$ cat src/ast_pkg.sv
/*
 * Shared constants and types for the asynchronous serial transceiver:
 * oversampling figures, frame sizes, receiver states, the FIFO entry and
 * the transceiver's state record, which leaves out the receive FIFO.
 * Assumes one system clock; every slower rate is an enable pulse.
 */
`default_nettype none
package ast_pkg;

    // Oversampling and baud timer
    localparam int AST_OVERSAMPLE = 16;
    localparam int AST_DIV_W = 8;
    localparam logic [3:0] AST_TICK_LAST = 4'(AST_OVERSAMPLE - 1);
    localparam logic [3:0] AST_VOTE_A = 4'h6;
    localparam logic [3:0] AST_VOTE_B = 4'h7;
    localparam logic [3:0] AST_CENTRE = 4'h8;

    // Frame sizes
    localparam logic [3:0] AST_FRAME_BASE = 4'ha;
    localparam logic [3:0] AST_DATA_BITS_8 = 4'h8;
    localparam int AST_RX_FIFO_DEPTH = 2;
    localparam logic [8:0] AST_IDLE_LINE = 9'h1ff;

    // Receiver states, Gray along idle-start-data-stop
    typedef enum logic [1:0] {
        AST_RX_IDLE = 2'h0,
        AST_RX_START = 2'h1,
        AST_RX_DATA = 2'h3,
        AST_RX_STOP = 2'h2
    } ast_rx_state_e;

    // One received character as stored in the FIFO
    typedef struct packed {
        logic framing_error_flag;
        logic ninth;
        logic [7:0] data;
    } ast_rx_char_s;

    // State of the transceiver, apart from the receive FIFO
    typedef struct packed {
        logic rx_s1;
        logic rx_s2;
        logic rx_prev;
        logic [AST_DIV_W-1:0] baud_cnt;
        logic tick;
        logic [3:0] tx_ticks;
        logic tx_buf_full;
        logic [8:0] tx_buf;
        logic [11:0] tx_shift;
        logic [3:0] tx_bits;
        logic tx_empty;
        logic tx_pin;
        logic tx_oe_n;
        logic tx_flag;
        ast_rx_state_e rx_state;
        logic [3:0] rx_ticks;
        logic [1:0] rx_vote;
        logic [3:0] rx_bits;
        logic [8:0] rx_shift;
        logic overrun_error_flag;
        logic framing_error_flag;
        logic rx9;
        logic [7:0] rx_data;
        logic rx_flag;
        logic rx_idle;
        logic rx_oe_n;
        logic irq;
    } ast_state_s;

    // Values after reset: line idle high, shifter empty, pins undriven
    localparam ast_state_s AST_STATE_RST = '{
        rx_s1: 1'b1, rx_s2: 1'b1, rx_prev: 1'b1, baud_cnt: 8'h00, tick: 1'b0,
        tx_ticks: 4'h0, tx_buf_full: 1'b0, tx_buf: 9'h000, tx_shift: 12'hfff,
        tx_bits: 4'h0, tx_empty: 1'b1, tx_pin: 1'b1, tx_oe_n: 1'b1, tx_flag: 1'b0,
        rx_state: AST_RX_IDLE, rx_ticks: 4'h0, rx_vote: 2'h0, rx_bits: 4'h0,
        rx_shift: 9'h000, overrun_error_flag: 1'b0, framing_error_flag: 1'b0, rx9: 1'b0, rx_data: 8'h00,
        rx_flag: 1'b0, rx_idle: 1'b1, rx_oe_n: 1'b1, irq: 1'b0
    };

endpackage
`default_nettype wire

$ cat src/ast_transceiver.sv
/*
 * Asynchronous serial transceiver: baud timer, transmit buffer and
 * shifter, 16x oversampled receiver, receive FIFO and status flags.
 * Assumes control inputs come from software logic on clk_i; the receive
 * pin is asynchronous and is synchronised here.
 */
// Overview of operation
// - Shifter-empty status is 1 when idle, cleared on load until all bits sent.
// - Shifter-empty status is read-only and never interrupts; software polls it.
// - Nine-bit transmit sends the ninth-bit value as the most significant data bit.
// - Software writes ninth bit first; the buffer write hands nine bits over together.
// - Enabling the transmitter sets the buffer-empty flag.
// - Transmit interrupt fires at once when all three enables and the flag are set.
// - Receive recovery runs at sixteen times baud; the shifter advances per bit.
// - Completed characters enter a two-entry FIFO; plus a third start bit in flight.
// - Enabled transmitter drives its pin; enabled receiver keeps its pin as input.
// - Falling edge, wait half a bit; if line not low, drop silently and rearm.
// - After a valid start, sample each bit centre by majority vote into the shifter.
// - Stop position sampled low sets that character's framing error, high clears it.
// - Finished characters enter the FIFO; each data read removes the oldest.
// - Receive flag is set while enabled with unread data; software cannot write it.
// - Receive interrupt needs receive, peripheral and global enables all set.
// - Framing error is stored per entry and shown after the data read.
// - Framing errors do not stop reception or interrupt; port disable clears all.
// - Third completed character with a full FIFO sets overrun and is dropped.
// - Overrun clears when continuous receive or the port enable is cleared.
// - Nine-bit receive shifts nine bits; ninth bit is read after the data.
// - Eight-bit divisor sets a free-running timer; rate is clock over 16(n+1).
// - Stop select 1 gives one stop bit, 0 gives two.
// - Frame is low start, data LSB first, high stop bits; line idles high.
// - Buffered character loads one cycle after the previous stop bit ends.
`timescale 1ns/1ps
`default_nettype none

module ast_fifo #(
    parameter int W = 10,
    parameter int DEPTH = 2
) (
    input wire logic clk_i,
    input wire logic arst_n_i,
    input wire logic clr_i,
    input wire logic in_valid_i,
    output logic in_ready_o,
    input wire logic [W-1:0] in_data_i,
    output logic out_valid_o,
    input wire logic out_ready_i,
    output logic [W-1:0] out_data_o
);
    localparam int AW = (DEPTH > 1) ? $clog2(DEPTH) : 1;
    localparam int CW = $clog2(DEPTH + 1);
    localparam logic [AW-1:0] LAST = AW'(DEPTH - 1);
    localparam logic [CW-1:0] FULL = CW'(DEPTH);

    typedef struct packed {
        logic [DEPTH-1:0][W-1:0] mem;
        logic [AW-1:0] wr;
        logic [AW-1:0] rd;
        logic [CW-1:0] cnt;
    } ast_fifo_state_s;

    ast_fifo_state_s r, n;
    logic push, pop;

    // Full and empty come straight from the occupancy count
    assign in_ready_o = (r.cnt != FULL);
    assign out_valid_o = (r.cnt != '0);
    assign out_data_o = r.mem[r.rd];
    assign push = in_valid_i && in_ready_o;
    assign pop = out_ready_i && out_valid_o;

    // Pointer wrap written out so depths need not be powers of two
    always_comb begin
        n = r;
        if (push) begin
            n.mem[r.wr] = in_data_i;
            n.wr = (r.wr == LAST) ? '0 : AW'(r.wr + 1'b1);
        end
        if (pop) begin
            n.rd = (r.rd == LAST) ? '0 : AW'(r.rd + 1'b1);
        end
        n.cnt = CW'(r.cnt + CW'(push) - CW'(pop));
        if (clr_i) begin
            n.wr = '0;
            n.rd = '0;
            n.cnt = '0;
        end
    end

    always_ff @(posedge clk_i or negedge arst_n_i) begin
        if (!arst_n_i) begin
            r <= '0;
        end else begin
            r <= n;
        end
    end
endmodule // ast_fifo

module ast_transceiver (
    input wire logic clk_i,
    input wire logic arst_n_i,
    input wire logic serial_port_enable_i,
    input wire logic sync_mode_i,
    input wire logic tx_enable_bit_i,
    input wire logic continuous_rx_enable_i,
    input wire logic tx_ninth_bit_enable_i,
    input wire logic tx_ninth_bit_value_i,
    input wire logic rx_ninth_bit_enable_i,
    input wire logic stop_length_select_i,
    input wire logic [ast_pkg::AST_DIV_W-1:0] baud_divisor_i,
    input wire logic baud_divisor_wr_i,
    input wire logic tx_buffer_wr_i,
    input wire logic [7:0] tx_buffer_data_i,
    input wire logic rx_data_rd_i,
    input wire logic tx_irq_enable_i,
    input wire logic rx_irq_enable_i,
    input wire logic peripheral_irq_enable_i,
    input wire logic global_irq_enable_i,
    input wire logic tx_pin_direction_i,
    input wire logic rx_pin_direction_i,
    input wire logic rx_pin_i,
    output logic tx_pin_o,
    output logic tx_pin_oe_n_o,
    output logic rx_pin_oe_n_o,
    output logic tx_shifter_empty_o,
    output logic tx_buffer_empty_flag_o,
    output logic rx_data_flag_o,
    output logic [7:0] rx_data_o,
    output logic rx_ninth_bit_value_o,
    output logic framing_error_flag_o,
    output logic overrun_error_flag_o,
    output logic rx_idle_o,
    output logic irq_o
);
    import ast_pkg::*;

    ast_state_s r, n;
    ast_rx_char_s push_d, head_d;
    logic push_v, fifo_ready, fifo_valid, pop;
    logic port_on, tx_on, rx_on, maj, edge_seen, tx_load;
    logic [11:0] frame;

    // Asynchronous mode only: synchronous select keeps the port idle
    assign port_on = serial_port_enable_i && !sync_mode_i;
    assign tx_on = port_on && tx_enable_bit_i;
    assign rx_on = port_on && continuous_rx_enable_i;
    assign pop = rx_data_rd_i && r.rx_flag;

    // Two entries plus the shifter hold two characters and a third start
    ast_fifo #(
        .W($bits(ast_rx_char_s)),
        .DEPTH(AST_RX_FIFO_DEPTH)
    ) u_rx_fifo (
        .clk_i(clk_i),
        .arst_n_i(arst_n_i),
        .clr_i(!port_on),
        .in_valid_i(push_v),
        .in_ready_o(fifo_ready),
        .in_data_i(push_d),
        .out_valid_o(fifo_valid),
        .out_ready_i(pop),
        .out_data_o(head_d)
    );

    // Next state of the transceiver, all but the receive FIFO
    always_comb begin
        n = r;
        push_v = 1'b0;
        push_d = '0;
        maj = 1'b0;
        frame = '1;
        tx_load = 1'b0;
        // Receive pin synchroniser; first stage feeds only the second
        n.rx_s1 = rx_pin_i;
        n.rx_s2 = r.rx_s1;
        n.rx_prev = r.rx_s2;
        edge_seen = r.rx_prev && !r.rx_s2;

        // Free-running baud timer, restarted by a divisor write
        n.tick = 1'b0;
        if (baud_divisor_wr_i) begin
            n.baud_cnt = baud_divisor_i;
        end else if (r.baud_cnt == '0) begin
            n.baud_cnt = baud_divisor_i;
            n.tick = 1'b1;
        end else begin
            n.baud_cnt = r.baud_cnt - 1'b1;
        end

        // Transmit shifter: each bit lasts sixteen ticks
        if (!r.tx_empty && r.tick) begin
            n.tx_ticks = r.tx_ticks + 1'b1;
            if (r.tx_ticks == AST_TICK_LAST) begin
                n.tx_shift = {1'b1, r.tx_shift[11:1]};
                n.tx_bits = r.tx_bits - 1'b1;
                if (r.tx_bits == 4'h1) begin
                    n.tx_empty = 1'b1;
                end
            end
        end
        // Load waits one cycle past the stop bit since empty is registered
        if (r.tx_empty && r.tx_buf_full && tx_on) begin
            tx_load = 1'b1;
            frame = tx_ninth_bit_enable_i ? {2'b11, r.tx_buf, 1'b0}
                                          : {3'b111, r.tx_buf[7:0], 1'b0};
            n.tx_shift = frame;
            n.tx_bits = AST_FRAME_BASE + 4'(tx_ninth_bit_enable_i)
                        + 4'(!stop_length_select_i);
            n.tx_ticks = '0;
            n.tx_empty = 1'b0;
            n.tx_buf_full = 1'b0;
        end
        // Ninth bit sampled with the data so all nine move together
        if (tx_buffer_wr_i && tx_on) begin
            n.tx_buf = {tx_ninth_bit_value_i, tx_buffer_data_i};
            n.tx_buf_full = 1'b1;
        end

        // Receiver: 16x recovery, vote at ticks 6, 7 and 8 of each bit
        maj = (r.rx_vote[1] & r.rx_vote[0]) | (r.rx_vote[1] & r.rx_s2)
              | (r.rx_vote[0] & r.rx_s2);
        case (r.rx_state)
            AST_RX_IDLE: begin
                if (edge_seen) begin
                    n.rx_state = AST_RX_START;
                    n.rx_ticks = '0;
                end
            end
            AST_RX_START, AST_RX_DATA, AST_RX_STOP: begin
                if (r.tick) begin
                    n.rx_ticks = r.rx_ticks + 1'b1;
                    if (r.rx_ticks == AST_VOTE_A || r.rx_ticks == AST_VOTE_B) begin
                        n.rx_vote = {r.rx_vote[0], r.rx_s2};
                    end
                    if (r.rx_ticks == AST_CENTRE) begin
                        if (r.rx_state == AST_RX_START) begin
                            n.rx_state = maj ? AST_RX_IDLE : AST_RX_DATA;
                            n.rx_bits = '0;
                        end else if (r.rx_state == AST_RX_DATA) begin
                            n.rx_shift = {maj, r.rx_shift[8:1]};
                            n.rx_bits = r.rx_bits + 1'b1;
                            if (r.rx_bits == AST_DATA_BITS_8 - 4'(!rx_ninth_bit_enable_i)) begin
                                n.rx_state = AST_RX_STOP;
                            end
                        end else begin
                            push_d.framing_error_flag = !maj;
                            push_d.ninth = rx_ninth_bit_enable_i && r.rx_shift[8];
                            push_d.data = rx_ninth_bit_enable_i ? r.rx_shift[7:0]
                                                                : r.rx_shift[8:1];
                            // Framing errors still store; overrun drops
                            push_v = !r.overrun_error_flag && fifo_ready;
                            if (!fifo_ready) begin
                                n.overrun_error_flag = 1'b1;
                            end
                            n.rx_state = AST_RX_IDLE;
                        end
                    end
                end
            end
            default: begin
                n.rx_state = AST_RX_IDLE;
            end
        endcase
        if (!rx_on) begin
            n.rx_state = AST_RX_IDLE;
        end
        if (!continuous_rx_enable_i) begin
            n.overrun_error_flag = 1'b0;
        end

        // Status seen by the last data read stays until the next read
        if (pop) begin
            n.framing_error_flag = head_d.framing_error_flag;
            n.rx9 = head_d.ninth;
        end
        n.rx_data = head_d.data;
        n.rx_flag = rx_on && fifo_valid && !pop;
        n.rx_idle = (n.rx_state == AST_RX_IDLE);
        n.tx_flag = tx_on && !n.tx_buf_full;
        n.tx_pin = n.tx_empty ? 1'b1 : n.tx_shift[0];

        // Enabled ends override the direction settings
        n.tx_oe_n = tx_on ? 1'b0 : tx_pin_direction_i;
        n.rx_oe_n = rx_on ? 1'b1 : rx_pin_direction_i;

        // Port disable is a module reset; synchroniser keeps tracking
        if (!serial_port_enable_i) begin
            n = AST_STATE_RST;
            n.rx_s1 = rx_pin_i;
            n.rx_s2 = r.rx_s1;
            n.rx_prev = r.rx_s2;
            n.tx_oe_n = tx_pin_direction_i;
            n.rx_oe_n = rx_pin_direction_i;
        end
        // Interrupt gated by all three enables; errors never raise it
        n.irq = global_irq_enable_i && peripheral_irq_enable_i
                && ((tx_irq_enable_i && n.tx_flag) || (rx_irq_enable_i && n.rx_flag));
    end

    always_ff @(posedge clk_i or negedge arst_n_i) begin
        if (!arst_n_i) begin
            r <= AST_STATE_RST;
        end else begin
            r <= n;
        end
    end

    // Outputs straight from the state record
    assign tx_pin_o = r.tx_pin;
    assign tx_pin_oe_n_o = r.tx_oe_n;
    assign rx_pin_oe_n_o = r.rx_oe_n;
    assign tx_shifter_empty_o = r.tx_empty;
    assign tx_buffer_empty_flag_o = r.tx_flag;
    assign rx_data_flag_o = r.rx_flag;
    assign rx_data_o = r.rx_data;
    assign rx_ninth_bit_value_o = r.rx9;
    assign framing_error_flag_o = r.framing_error_flag;
    assign overrun_error_flag_o = r.overrun_error_flag;
    assign rx_idle_o = r.rx_idle;
    assign irq_o = r.irq;
endmodule // ast_transceiver
`default_nettype wire

$ cat config.mk
export PLATFORM = sky130hd
export DESIGN_NAME = ast_transceiver
export DESIGN_NICKNAME = d
export VERILOG_FILES = /design/src/ast_pkg.sv /design/src/ast_transceiver.sv
export SDC_FILE = /design/constraint.sdc
export NUM_CORES = 1
export LEC_CHECK = 0
export BUFFER_PORTS_ARGS = -buffer_cell sky130_fd_sc_hd__buf_2
export CAP_MARGIN = 20
export CORE_MARGIN = 3
export CORE_UTILIZATION = 36
export DETAILED_ROUTE_END_ITERATION = 8
export MAX_ROUTING_LAYER = met4
export PLACE_DENSITY = 0.61
export RECOVER_POWER = 25
export SLEW_MARGIN = 20
export SYNTH_ARGS = -nofsm -noshare
export SYNTH_HDL_FRONTEND = slang
export SYNTH_SLANG_ARGS = --single-unit
$ cat constraint.sdc
create_clock -name clk_i -period 2.5 [get_ports clk_i]
set_input_delay 0.25 -clock clk_i [delete_from_list [all_inputs] [get_ports clk_i]]
set_output_delay 0.25 -clock clk_i [all_outputs]
set_load 0.1 [all_outputs]
== Word level (Yosys, flattened, before mapping) ==
Index checks and enable logic that the tools add are counted.

* Bitwise operators: 5
* Mux-type cells: 56
* Equal/unequal tests: 31
* Add/sub/neg operators: 12
* $lt $le $gt $ge: 3
* Reduce and logical (&&, ||, !) cells: 43

{| class="wikitable"
|+ Operators by type and width
! operator !! count
|-
| $mux W10 || 11
|-
| $mux W79 || 1
|-
| $mux W17 || 3
|-
| $mux W8 || 3
|-
| $mux W22 || 1
|-
| $logic_and A1 B1 Y1 || 21
|-
| $bwmux W20 || 1
|-
| $mux W1 || 18
|-
| $ne A2 B1 Y1 const B || 9
|-
| $mux W16 || 1
|-
| $mux W2 || 8
|-
| $ne A3 B3 Y1 const B || 5
|-
| $mux W14 || 1
|-
| $mux W13 || 1
|-
| $add A4 B1 Y4 const B || 3
|-
| $mux W4 || 3
|-
| $pmux W6 S2 || 1
|-
| $demux W10 S1 || 1
|-
| $logic_not A1 Y1 || 9
|-
| $ne A3 B1 Y1 const B || 3
|-
| $ne A3 B2 Y1 const B || 3
|-
| $eq A4 B3 Y1 const B || 2
|-
| $eq A4 B4 Y1 const B || 2
|-
| $logic_not A8 Y1 || 1
|-
| other kinds (28) || 38
|}

* Flip-flop bits (word level): 106
* Bits of input ports: 36
* Output and inout bits: 19
* Logic and storage cells: 183

== Logic depth before layout (Yosys ltp) ==
Gate-level depths: netlist of the first run.

* Word-level depth: 15
* Mapped depth: 9
* Gate-level depth less buffers: 8

== Cells and area by module ==
From an unflattened synthesis of the first run, not the netlist that was laid out.

* Cells, all modules: 444
* Area, all modules: 5062.4 µm²

{| class="wikitable"
|+ By module, submodules not included
! module !! sequential area each (µm²) !! cells each !! area an instance (µm²) !! times used
|-
| ast_transceiver || 2077.0 || 369 || 3917.5 || 1
|-
| ast_fifo || 600.6 || 75 || 1144.8 || 1
|}

== Worst setup path before layout of the first run ==
No wires, ideal clock.

* Path type: register to register
* Start: reg r (netlist bit rx_data_flag_o)
* End: reg u_rx_fifo.r[1] (netlist name)
* Data required time: 2380 ps
* Data arrival time: 2284 ps
* Library setup time: 120 ps
* Clock period less this slack: 2404 ps
* Slack: 96 ps
* Path buffers: 1
* Cell stages (with the launch flop): 10
* Cells stage by stage: dfrtp_1 and2_1 clkbuf_1 nor2b_1 ha_1 inv_1 ha_1 xor2_1 xnor2_1 nor2_1

{| class="wikitable"
|+ RTL lines
! element !! line !! text
|-
| start: declaration || ast_transceiver.sv:136 || <nowiki>ast_state_s r, n;</nowiki>
|-
| start signal: assignment || ast_transceiver.sv:303 || <nowiki>r <= n;</nowiki>
|-
| end signal: assignment || ast_transceiver.sv:93 || <nowiki>r <= n;</nowiki>
|-
| end: declaration || ast_transceiver.sv:61 || <nowiki>ast_fifo_state_s r, n;</nowiki>
|}

== Final worst setup path of the first run ==
* Start: reg r[30] (netlist name)
* End: reg u_rx_fifo.r[13] (netlist name)

* Word-level cells in the longest chain between the ends: 5
* Elaborated cells on any way between the ends: 9
* Classes of those cells: 1 x eq/ne; 7 x mux; 1 x reduce/logical

{| class="wikitable"
|+ RTL lines
! element !! line !! text
|-
| $eq A4 B4 Y1 * || ast_transceiver.sv:234 || <nowiki>if (r.rx_ticks == AST_CENTRE) begin</nowiki>
|-
| $mux W10 / $mux W1 (equally long branches) || ast_transceiver.sv:234 ||
|-
| $mux W10 / $mux W1 (equally long branches) || ast_transceiver.sv:229 || <nowiki>if (r.tick) begin</nowiki>
|-
| $mux W10 / $mux W1 (equally long branches) || ast_transceiver.sv:221 || <nowiki>case (r.rx_state)</nowiki>
|-
| $bwmux W20 / $logic_and A1 B1 Y1 (equally long branches) || ast_transceiver.sv:75, ast_transceiver.sv:68 ||
|}

Mark *: on every way between the ends. The rest lies on a longest branch, timed or not.
A chain may end at the register's enable or synchronous reset.

==> flow_summary.ini, run 1 <==
[clocking]
htreeDepth = 3
clockBufferDepth = 2
root_buffer = clkbuf_16
cts_num_sinks = 106
cts_tree = yes
clkSlewWorstSetupHoldPaths_ns = 0.07
clock_latency_ns = 0.35
numCtsBuffers = 9

[global_route]
grt_pass1_wl_um = 17000
track_usage = 0.148
grt_max_degree = 43
antenna_found_initial = 1
grt_pass1_vias = 3425
overflow = 0

[sta]
finalSetupViolations = 0
rsz0062_at_grt = no
fmax_ghz = 0.446
slew_viol_final = 0
relSlewSlack = 0.285
period_share = 0.897
final.setup.tns_ns = 0
worst_pin_slew_ns = 1.07
post-route-min-period_ns = 2.24
timing.final.ws_setup_ns = 0.258
clock_skew_ns = 0.00488
final_hold_viol_count = 0

[detailed_routing]
vias_per_cell = 5.05
wl_per_cell_um = 15.1
first_pass_iters = 4
drc = 0
wl_um = 10100
ant_nets = 0
vias = 3365
drt_iter0_drc = 159

[critical_path]
endpoint_kind = flop
worst_setup_path_start_kind = flop
required_ns = 2.74
worstPathMaxFanout = 10
r2r_setup_slack_ns = 0.26
crit_arrival_ns = 2.48
path_class = flop to flop

[synth]
synth_compound_area_frac = 0.0988
ys_seq_area_frac = 0.548
synth_area_leader_cell = dfrtp_1
synth_common_cells = 86 x dfrtp_1, 44 x nand2_1, 40 x nor2_1, 28 x mux2_2, 28 x nand3_1
ys_seq_elements = 106
synth.area.mux_share = 0.0952
synth_xor_area_frac = 0.0269
async_flop_share = 1.00
synth_edf_count = 0
synth-simple-area-share = 0.160
synth_top_family_by_area = simple AND/OR/NAND/NOR gates
synthAdderAreaFrac = 0.0328
synth-main-ff-cell = dfrtp_1
post_synth_instance_area_mm2 = 0.00489
syn_inst = 443
ys_types = 50
ys_warn_count = 0
yosysMostFrequentCell = dfrtp_1
synth_area_leaders = dfrtp_1 44%, dfstp_2 11%, mux2_2 6.5%
synth.avg_cell_area_um2 = 11.0
synth.top_cell.area_share = 0.440
synth_nets = 491

[finish]
area_delta_synth_final_pct = 15.3
multi_input_area_mm2 = 0.00203
drive_gt1_frac = 0.264
nets = 537
seq_area_mm2 = 0.00268
fillCellCount = 1224

[run]
drv_cap = 0

[placement]
dp_hpwl_um = 7030
place_ws_ns = 0.232
io_buffers = 54
gp_congestion = 0.819

[die]
core_mm2 = 0.0129
die_w_um = 123
pin_count = 55
initial_utilization = 0.378
dieArea_mm2 = 0.0150
rows = 41
die_h_um = 123

[status]
status = complete, no violations

[pwr]
p_leak_nw = 2.57
p_per_area_mw_per_mm2 = 627
irDropWorstVdd_mv = 0.488

[hold_path]
hold_class = input port to flop
[metrics by stage]
step                std cells  hold slack [ns]  power, W  utilization  instance area, um^2
global route              666           0.0844   0.00368        0.436                 5640
detailed placement        648            0.290   0.00205        0.410                 5300
floorplan                 443          -0.0456   0.00194            -                 4890
CTS                       665           0.0726   0.00359        0.436                 5630
global placement          648            0.286   0.00205        0.410                 5300
finish                    666           0.0839   0.00353        0.436                 5640
[logic make-up after synthesis]
kind of cell,count (synthesis)
muxes,43
AOI/OAI and AO/OA,73
DFF,106
and+or+nand+nor,154
adders and majority gates,13
xor gates and xnor gates,15
buffers and inverters,39
[cell usage in the layout, fill, tap and decap left out, types with 3 or more instances in the layout]
master	count
inv_1	11
xor2_1	9
ha_1	12
nor2b_1	6
mux2i_1	15
dfstp_2	19
nand3_1	28
mux2_2	28
a22oi_1	10
nor4b_1	4
a211oi_1	6
a22o_1	9
dfrtp_1	86
nor3_1	8
xnor2_1	6
buf_4	5
buf_2	52
nand3b_1	3
clkbuf_16	9
nand2b_1	3
o21ai_0	9
a21oi_1	22
o21a_1	3
a31oi_1	4
nand2_1	44
nor2_1	40
[final timing paths]
kind,start,to,depth (start not counted)
min reg2reg,r[81]$_DFF_PN1_,r[80]$_DFF_PN1_,0
max reg2reg,r[30]$_DFFE_PN0P_,u_rx_fifo.r[13]$_DFFE_PN0P_,6
min,rx_pin_direction_i,rx_pin_oe_n_o$_DFF_PN1_,2
min in group asynchronous,arst_n_i,r[76]$_DFF_PN0_,2
max,r[30]$_DFFE_PN0P_,u_rx_fifo.r[13]$_DFFE_PN0P_,6
max in group asynchronous,arst_n_i,r[52]$_DFFE_PN1P_,3
[flip-flops by register name, summed over array words and instances (netlist names)]
signal                  cells
framing_error_flag_o        1
irq_o                       1
overrun_error_flag_o        1
r                          63
rx_data_flag_o              1
rx_data_o                   8
rx_idle_o                   1
rx_ninth_bit_value_o        1
rx_pin_oe_n_o               1
tx_buffer_empty_flag_o      1
tx_pin_o                    1
tx_pin_oe_n_o               1
tx_shifter_empty_o          1
u_rx_fifo.r                24
[final cells by class]
class	instances	share of cell area
clock buffers	9	0.0400
flip-flops and latches	106	0.475
diodes	1	0.000444
inverters	11	0.00733
repair buffers	63	0.0624
well taps	172	0.0382
clock inverters	6	0.0164
multi-input cells	298	0.360
[critical path, stage by stage, from the launching register on]
cell      delay [ns]
dfrtp_1         0.41
inv_1           0.11
ha_1            0.22
nand4b_4        0.16
nor4_4          0.39
and2b_1         0.44
mux2_2          0.39
[metal layers]
layer	track usage	routed length, um
met4	0.0378	128
met2	0.234	4960
met5	-	0
met1	0.187	4570
met3	0.0429	402
[timing repair]
item,CTS,global route
resized for setup,0,0
hold endpoints to repair,29,0
hold buffers,2,0
setup buffers,0,0
[where the power goes]
part	leakage [nW]	internal [W]	switching, W
Combinational	1.02	0.0000820	0.000160
Sequential	1.40	0.00175	0.0000261
Clock	0.148	0.000875	0.000636
Power figures use the tool's default switching activity.
==> run 2: changes to the inputs <==
CORE_MARGIN = 4   (was 3)
==> run 2 against run 1 <==
Compared with the run above:
- sequential share of layout area is 0.20 points higher
- worst setup slack improved by 0.014 ns
- clock skew increased by 0.0086 ns
- sequential cell count did not move
- count of clock-buffer cells in the layout is the same
- largest power group unchanged
- non-clock buffer count grew 1
- register-to-register slack hardly changed
- critical path depth unchanged
- die area up 3.3%
- cell count grew 0.75%
- critical endpoint unchanged
==> flow_summary.ini, run 2 (synthesis gave the netlist of run 1 again) <==
[clocking]
htreeDepth = 3
root_buffer = clkbuf_16
numCtsBuffers = 9
cts_num_sinks = 106
post_cts_buffers = 0
clkSlewWorstSetupHoldPaths_ns = 0.07
clock_latency_ns = 0.36
cts_tree = yes
clockBufferDepth = 2

[sta]
slew_viol_final = 0
post-route-min-period_ns = 2.23
period_share = 0.891
rsz0062_at_grt = no
relSlewSlack = 0.185
final.setup.tns_ns = 0
clock_skew_ns = 0.0135
final_hold_viol_count = 0
fmax_ghz = 0.449
worst_pin_slew_ns = 1.22
finalSetupViolations = 0

[pwr]
irDropWorstVdd_mv = 0.300
p_leak_nw = 2.57
p_per_area_mw_per_mm2 = 601

[critical_path]
crit_arrival_ns = 2.46
worstPathMaxFanout = 10
worst_setup_path_start_kind = flop
path_class = flop to flop
endpoint_kind = flop
required_ns = 2.73

[finish]
drive_gt1_frac = 0.267
multi_input_area_mm2 = 0.00203
largest_register_ffs = 63
largest-register = r
fin_cells = 671
layout_commonest_cell = dfrtp_1
area_delta_synth_final_pct = 14.8
diodes = 0
utilization = 0.424
nets = 538
fillCellCount = 1305
seq_area_mm2 = 0.00268
layout_common_cells = 86 x dfrtp_1, 52 x buf_2, 44 x nand2_1

[detailed_routing]
first_pass_iters = 4
ant_nets = 0
vias = 3443
vias_per_cell = 5.13
wl_per_cell_um = 15.1
wl_um = 10100
drc = 0
drt_iter0_drc = 186

[global_route]
track_usage = 0.143
use_met2 = 0.240
gr-usage-met1 = 0.171
grt_pass1_wl_um = 17600
met3_usage = 0.0283
overflow = 0
grt_busiest_layer = met2
grt_pass1_vias = 3573
grt_max_degree = 50
antenna_found_initial = 0

[die]
die_h_um = 125
pin_count = 55
dieArea_mm2 = 0.0155
die_w_um = 125
initial_utilization = 0.369
core_mm2 = 0.0132
rows = 42

[placement]
dp_hpwl_um = 7020
dp.cells = 653
gp_congestion = 0.799
io_buffers = 54

[run]
drv_cap = 0

[status]
status = complete, no violations

[hold_path]
hold_class = input port to flop
-- run 2: cell type report --
class,instances,share of cell area
Clock buffer,9,0.0401
Clock inverter,7,0.0105
Inverter,11,0.00736
Multi-Input combinational cell,298,0.362
Sequential cell,106,0.477
Tap cell,176,0.0392
Timing Repair Buffer,64,0.0640
-- run 2: where the power goes --
group          leakage (nW)  internal, W  switching, W
clock                 0.138     0.000692      0.000662
sequential             1.40      0.00175     0.0000255
combinational          1.03    0.0000833      0.000161
total                  2.57      0.00253      0.000849
-- run 2: worst paths after layout --
check / start / endpoint / slack, ns / depth (start not counted)
max: r[30]$_DFFE_PN0P_ / u_rx_fifo.r[13]$_DFFE_PN0P_ / 0.27 / 6
min: rx_pin_direction_i / rx_pin_oe_n_o$_DFF_PN1_ / 0.09 / 2
max reg2reg: r[30]$_DFFE_PN0P_ / u_rx_fifo.r[13]$_DFFE_PN0P_ / 0.27 / 6
min reg2reg: r[81]$_DFF_PN1_ / r[80]$_DFF_PN1_ / 0.37 / 0
max in group asynchronous: arst_n_i / u_rx_fifo.r[22]$_DFFE_PN0P_ / 0.88 / 3
min in group asynchronous: arst_n_i / u_rx_fifo.r[5]$_DFFE_PN0P_ / 0.71 / 2
-- run 2: repair_timing --
item                                   4_1_cts  5_1_grt
gates resized for setup                      0        0
hold buffers                                 2        0
endpoints found under the hold margin       42        0
-- run 2: stage by stage --
stage	total power (W)	hold WS (ns)	instance area (um^2)	setup slack (ns)
after floorplan	0.00194	-0.0456	4890	0.0956
after global placement	0.00205	0.323	5310	0.338
after detailed placement	0.00205	0.329	5310	0.241
after CTS	0.00342	0.0721	5610	0.233
after global routing	0.00352	0.0850	5610	0.108
final	0.00337	0.0928	5610	0.273
-- run 2: layer usage --
layer  vias up  wire length, um
met5         -                0
met4         0              106
met3         6              318
met2        51             5160
met1      1732             4540
li1       1654                -
-- run 2: worst max-delay path: stages, from the launching register on --
cell,delay [ns]
dfrtp_1,0.41
inv_1,0.11
ha_1,0.22
nand4b_4,0.17
nor4_4,0.39
and2b_1,0.42
mux2_2,0.39
==> run 3: changes to the inputs <==
RECOVER_POWER = 100   (was 25)
==> run 3 against run 2 <==
Compared with the run above:
- die area unchanged
- worst setup slack better by 0.018 ns
- register-to-register slack better by 0.02 ns
- highest routed layer unchanged
- core utilization shrank 0.29 points
- clock power about the same
- non-clock buffer count did not move
- power hardly changed
- critical path type unchanged
- fmax grew 0.82%
- largest power group unchanged
==> flow_summary.ini, run 3 (synthesis gave the netlist of run 1 again) <==
[critical_path]
required_ns = 2.74
endpoint_kind = flop
rr_worst_depth = 6
worst_setup_path_start_kind = flop
path_class = flop to flop
worstPathMaxFanout = 10
r2r-end = u_rx_fifo.r[13]$_DFFE_PN0P_
crit_arrival_ns = 2.44
r2r_setup_slack_ns = 0.29
worstReg2RegStart = r[30]$_DFFE_PN0P_

[die]
dieArea_mm2 = 0.0155
core_mm2 = 0.0132
initial_utilization = 0.369
rows = 42
die_h_um = 125
pin_count = 55
die_w_um = 125

[global_route]
grt_pass1_wl_um = 17600
overflow = 0
antenna_found_initial = 0
grt_max_degree = 50
track_usage = 0.143
grt_pass1_vias = 3573

[placement]
dp_hpwl_um = 7020
io_buffers = 54
gp_congestion = 0.799

[detailed_routing]
drc = 0
drt_iter0_drc = 127
vias_per_cell = 5.10
wl_um = 10100
wl_per_cell_um = 15.0
vias = 3425
first_pass_iters = 4
ant_nets = 0

[finish]
drive_gt1_frac = 0.220
nets = 538
layout_commonest_cell = dfrtp_1
diodes = 0
layout_common_cells = 86 x dfrtp_1, 45 x nand2_1, 40 x nor2_1
largest_register_ffs = 63
largest-register = r
area_delta_synth_final_pct = 14.0

[hold_path]
min_path_cells = 2
hold_end = rx_pin_oe_n_o$_DFF_PN1_
holdCritStartpoint = rx_pin_direction_i
hold_class = input port to flop

[clocking]
clockBufferDepth = 2
clock_latency_ns = 0.36
cts_tree = yes
cts_num_sinks = 106
clkSlewWorstSetupHoldPaths_ns = 0.07
post_cts_buffers = 0
root_buffer = clkbuf_16
htreeDepth = 3
numCtsBuffers = 9

[sta]
clock_skew_ns = 0.0138
rsz0062_at_grt = no
final.setup.tns_ns = 0
relSlewSlack = 0.183
worst_pin_slew_ns = 1.22
post-route-min-period_ns = 2.21
final_hold_viol_count = 0
finalSetupViolations = 0
fmax_ghz = 0.453
slew_viol_final = 0
period_share = 0.884

[pwr]
p_total_w = 0.00337
irDropWorstVdd_mv = 0.298
p_per_area_mw_per_mm2 = 605
p_leak_nw = 2.49

[status]
status = complete, no violations

[run]
drv_cap = 0
-- run 3: cell types whose count changed in the layout (fill, tap and decap cells not counted), sizes merged --
cell and change:
clkbuf +21, buf -21
-- run 3: worst max-delay path by stage --
| stage | from | depth (start not counted) | end | slack (ns) |
|---|---|---|---|---|
| after floorplan | rx_data_flag_o$_DFF_PN0_ | 9 | u_rx_fifo.r[1]$_DFF_PN0_ | 0.1 |
| after global placement | r[30]$_DFFE_PN0P_ | 6 | u_rx_fifo.r[8]$_DFFE_PN0P_ | 0.34 |
| after detailed placement | r[30]$_DFFE_PN0P_ | 6 | u_rx_fifo.r[13]$_DFFE_PN0P_ | 0.24 |
| after CTS | r[30]$_DFFE_PN0P_ | 6 | u_rx_fifo.r[13]$_DFFE_PN0P_ | 0.23 |
| after global routing | r[30]$_DFFE_PN0P_ | 6 | u_rx_fifo.r[13]$_DFFE_PN0P_ | 0.13 |
| final | r[30]$_DFFE_PN0P_ | 6 | u_rx_fifo.r[13]$_DFFE_PN0P_ | 0.29 |
-- run 3: power by group --
group / switching, W / total, W / internal (W)
logic: 0.000160 / 0.000241 / 0.0000810
registers: 0.0000256 / 0.00178 / 0.00175
clock network: 0.000663 / 0.00135 / 0.000691
-- run 3: what timing repair did --
item,CTS,global route
endpoints found under the hold margin,42,0
gates resized for setup,0,0
hold buffers,2,0
-- run 3: through the flow --
stage	area (um^2)	hold slack, ns	cells	utilization	setup WS, ns
finish	5570	0.0884	671	0.421	0.291
global route	5570	0.0752	671	0.421	0.131
CTS	5610	0.0721	671	0.424	0.233
detailed placement	5310	0.329	653	0.401	0.241
global placement	5310	0.323	653	0.401	0.338
floorplan	4890	-0.0456	443	-	0.0956
-- run 3: final cells by class --
cell class | instances | area, um^2
Fill cell | 1311 | 7670
Tap cell | 176 | 220
Timing Repair Buffer | 64 | 329
Clock inverter | 7 | 58.8
Clock buffer | 9 | 225
Multi-Input combinational cell | 298 | 2020
Sequential cell | 106 | 2680
Inverter | 11 | 41.3
-- run 3: critical path, stage by stage (launching register included) --
cell and delay (ns):
dfrtp_1 0.41, inv_1 0.11, ha_1 0.22, nand4b_4 0.17, nor4_4 0.37, and2b_1 0.42
mux2_2 0.39
-- run 3: layer usage --
layer / up-vias / GRT usage / routed length (um)
li1: 1649 / - / -
met1: 1710 / 0.171 / 4580
met2: 52 / 0.240 / 5070
met3: 14 / 0.0283 / 279
met4: 0 / 0.0529 / 163
met5: - / - / 0
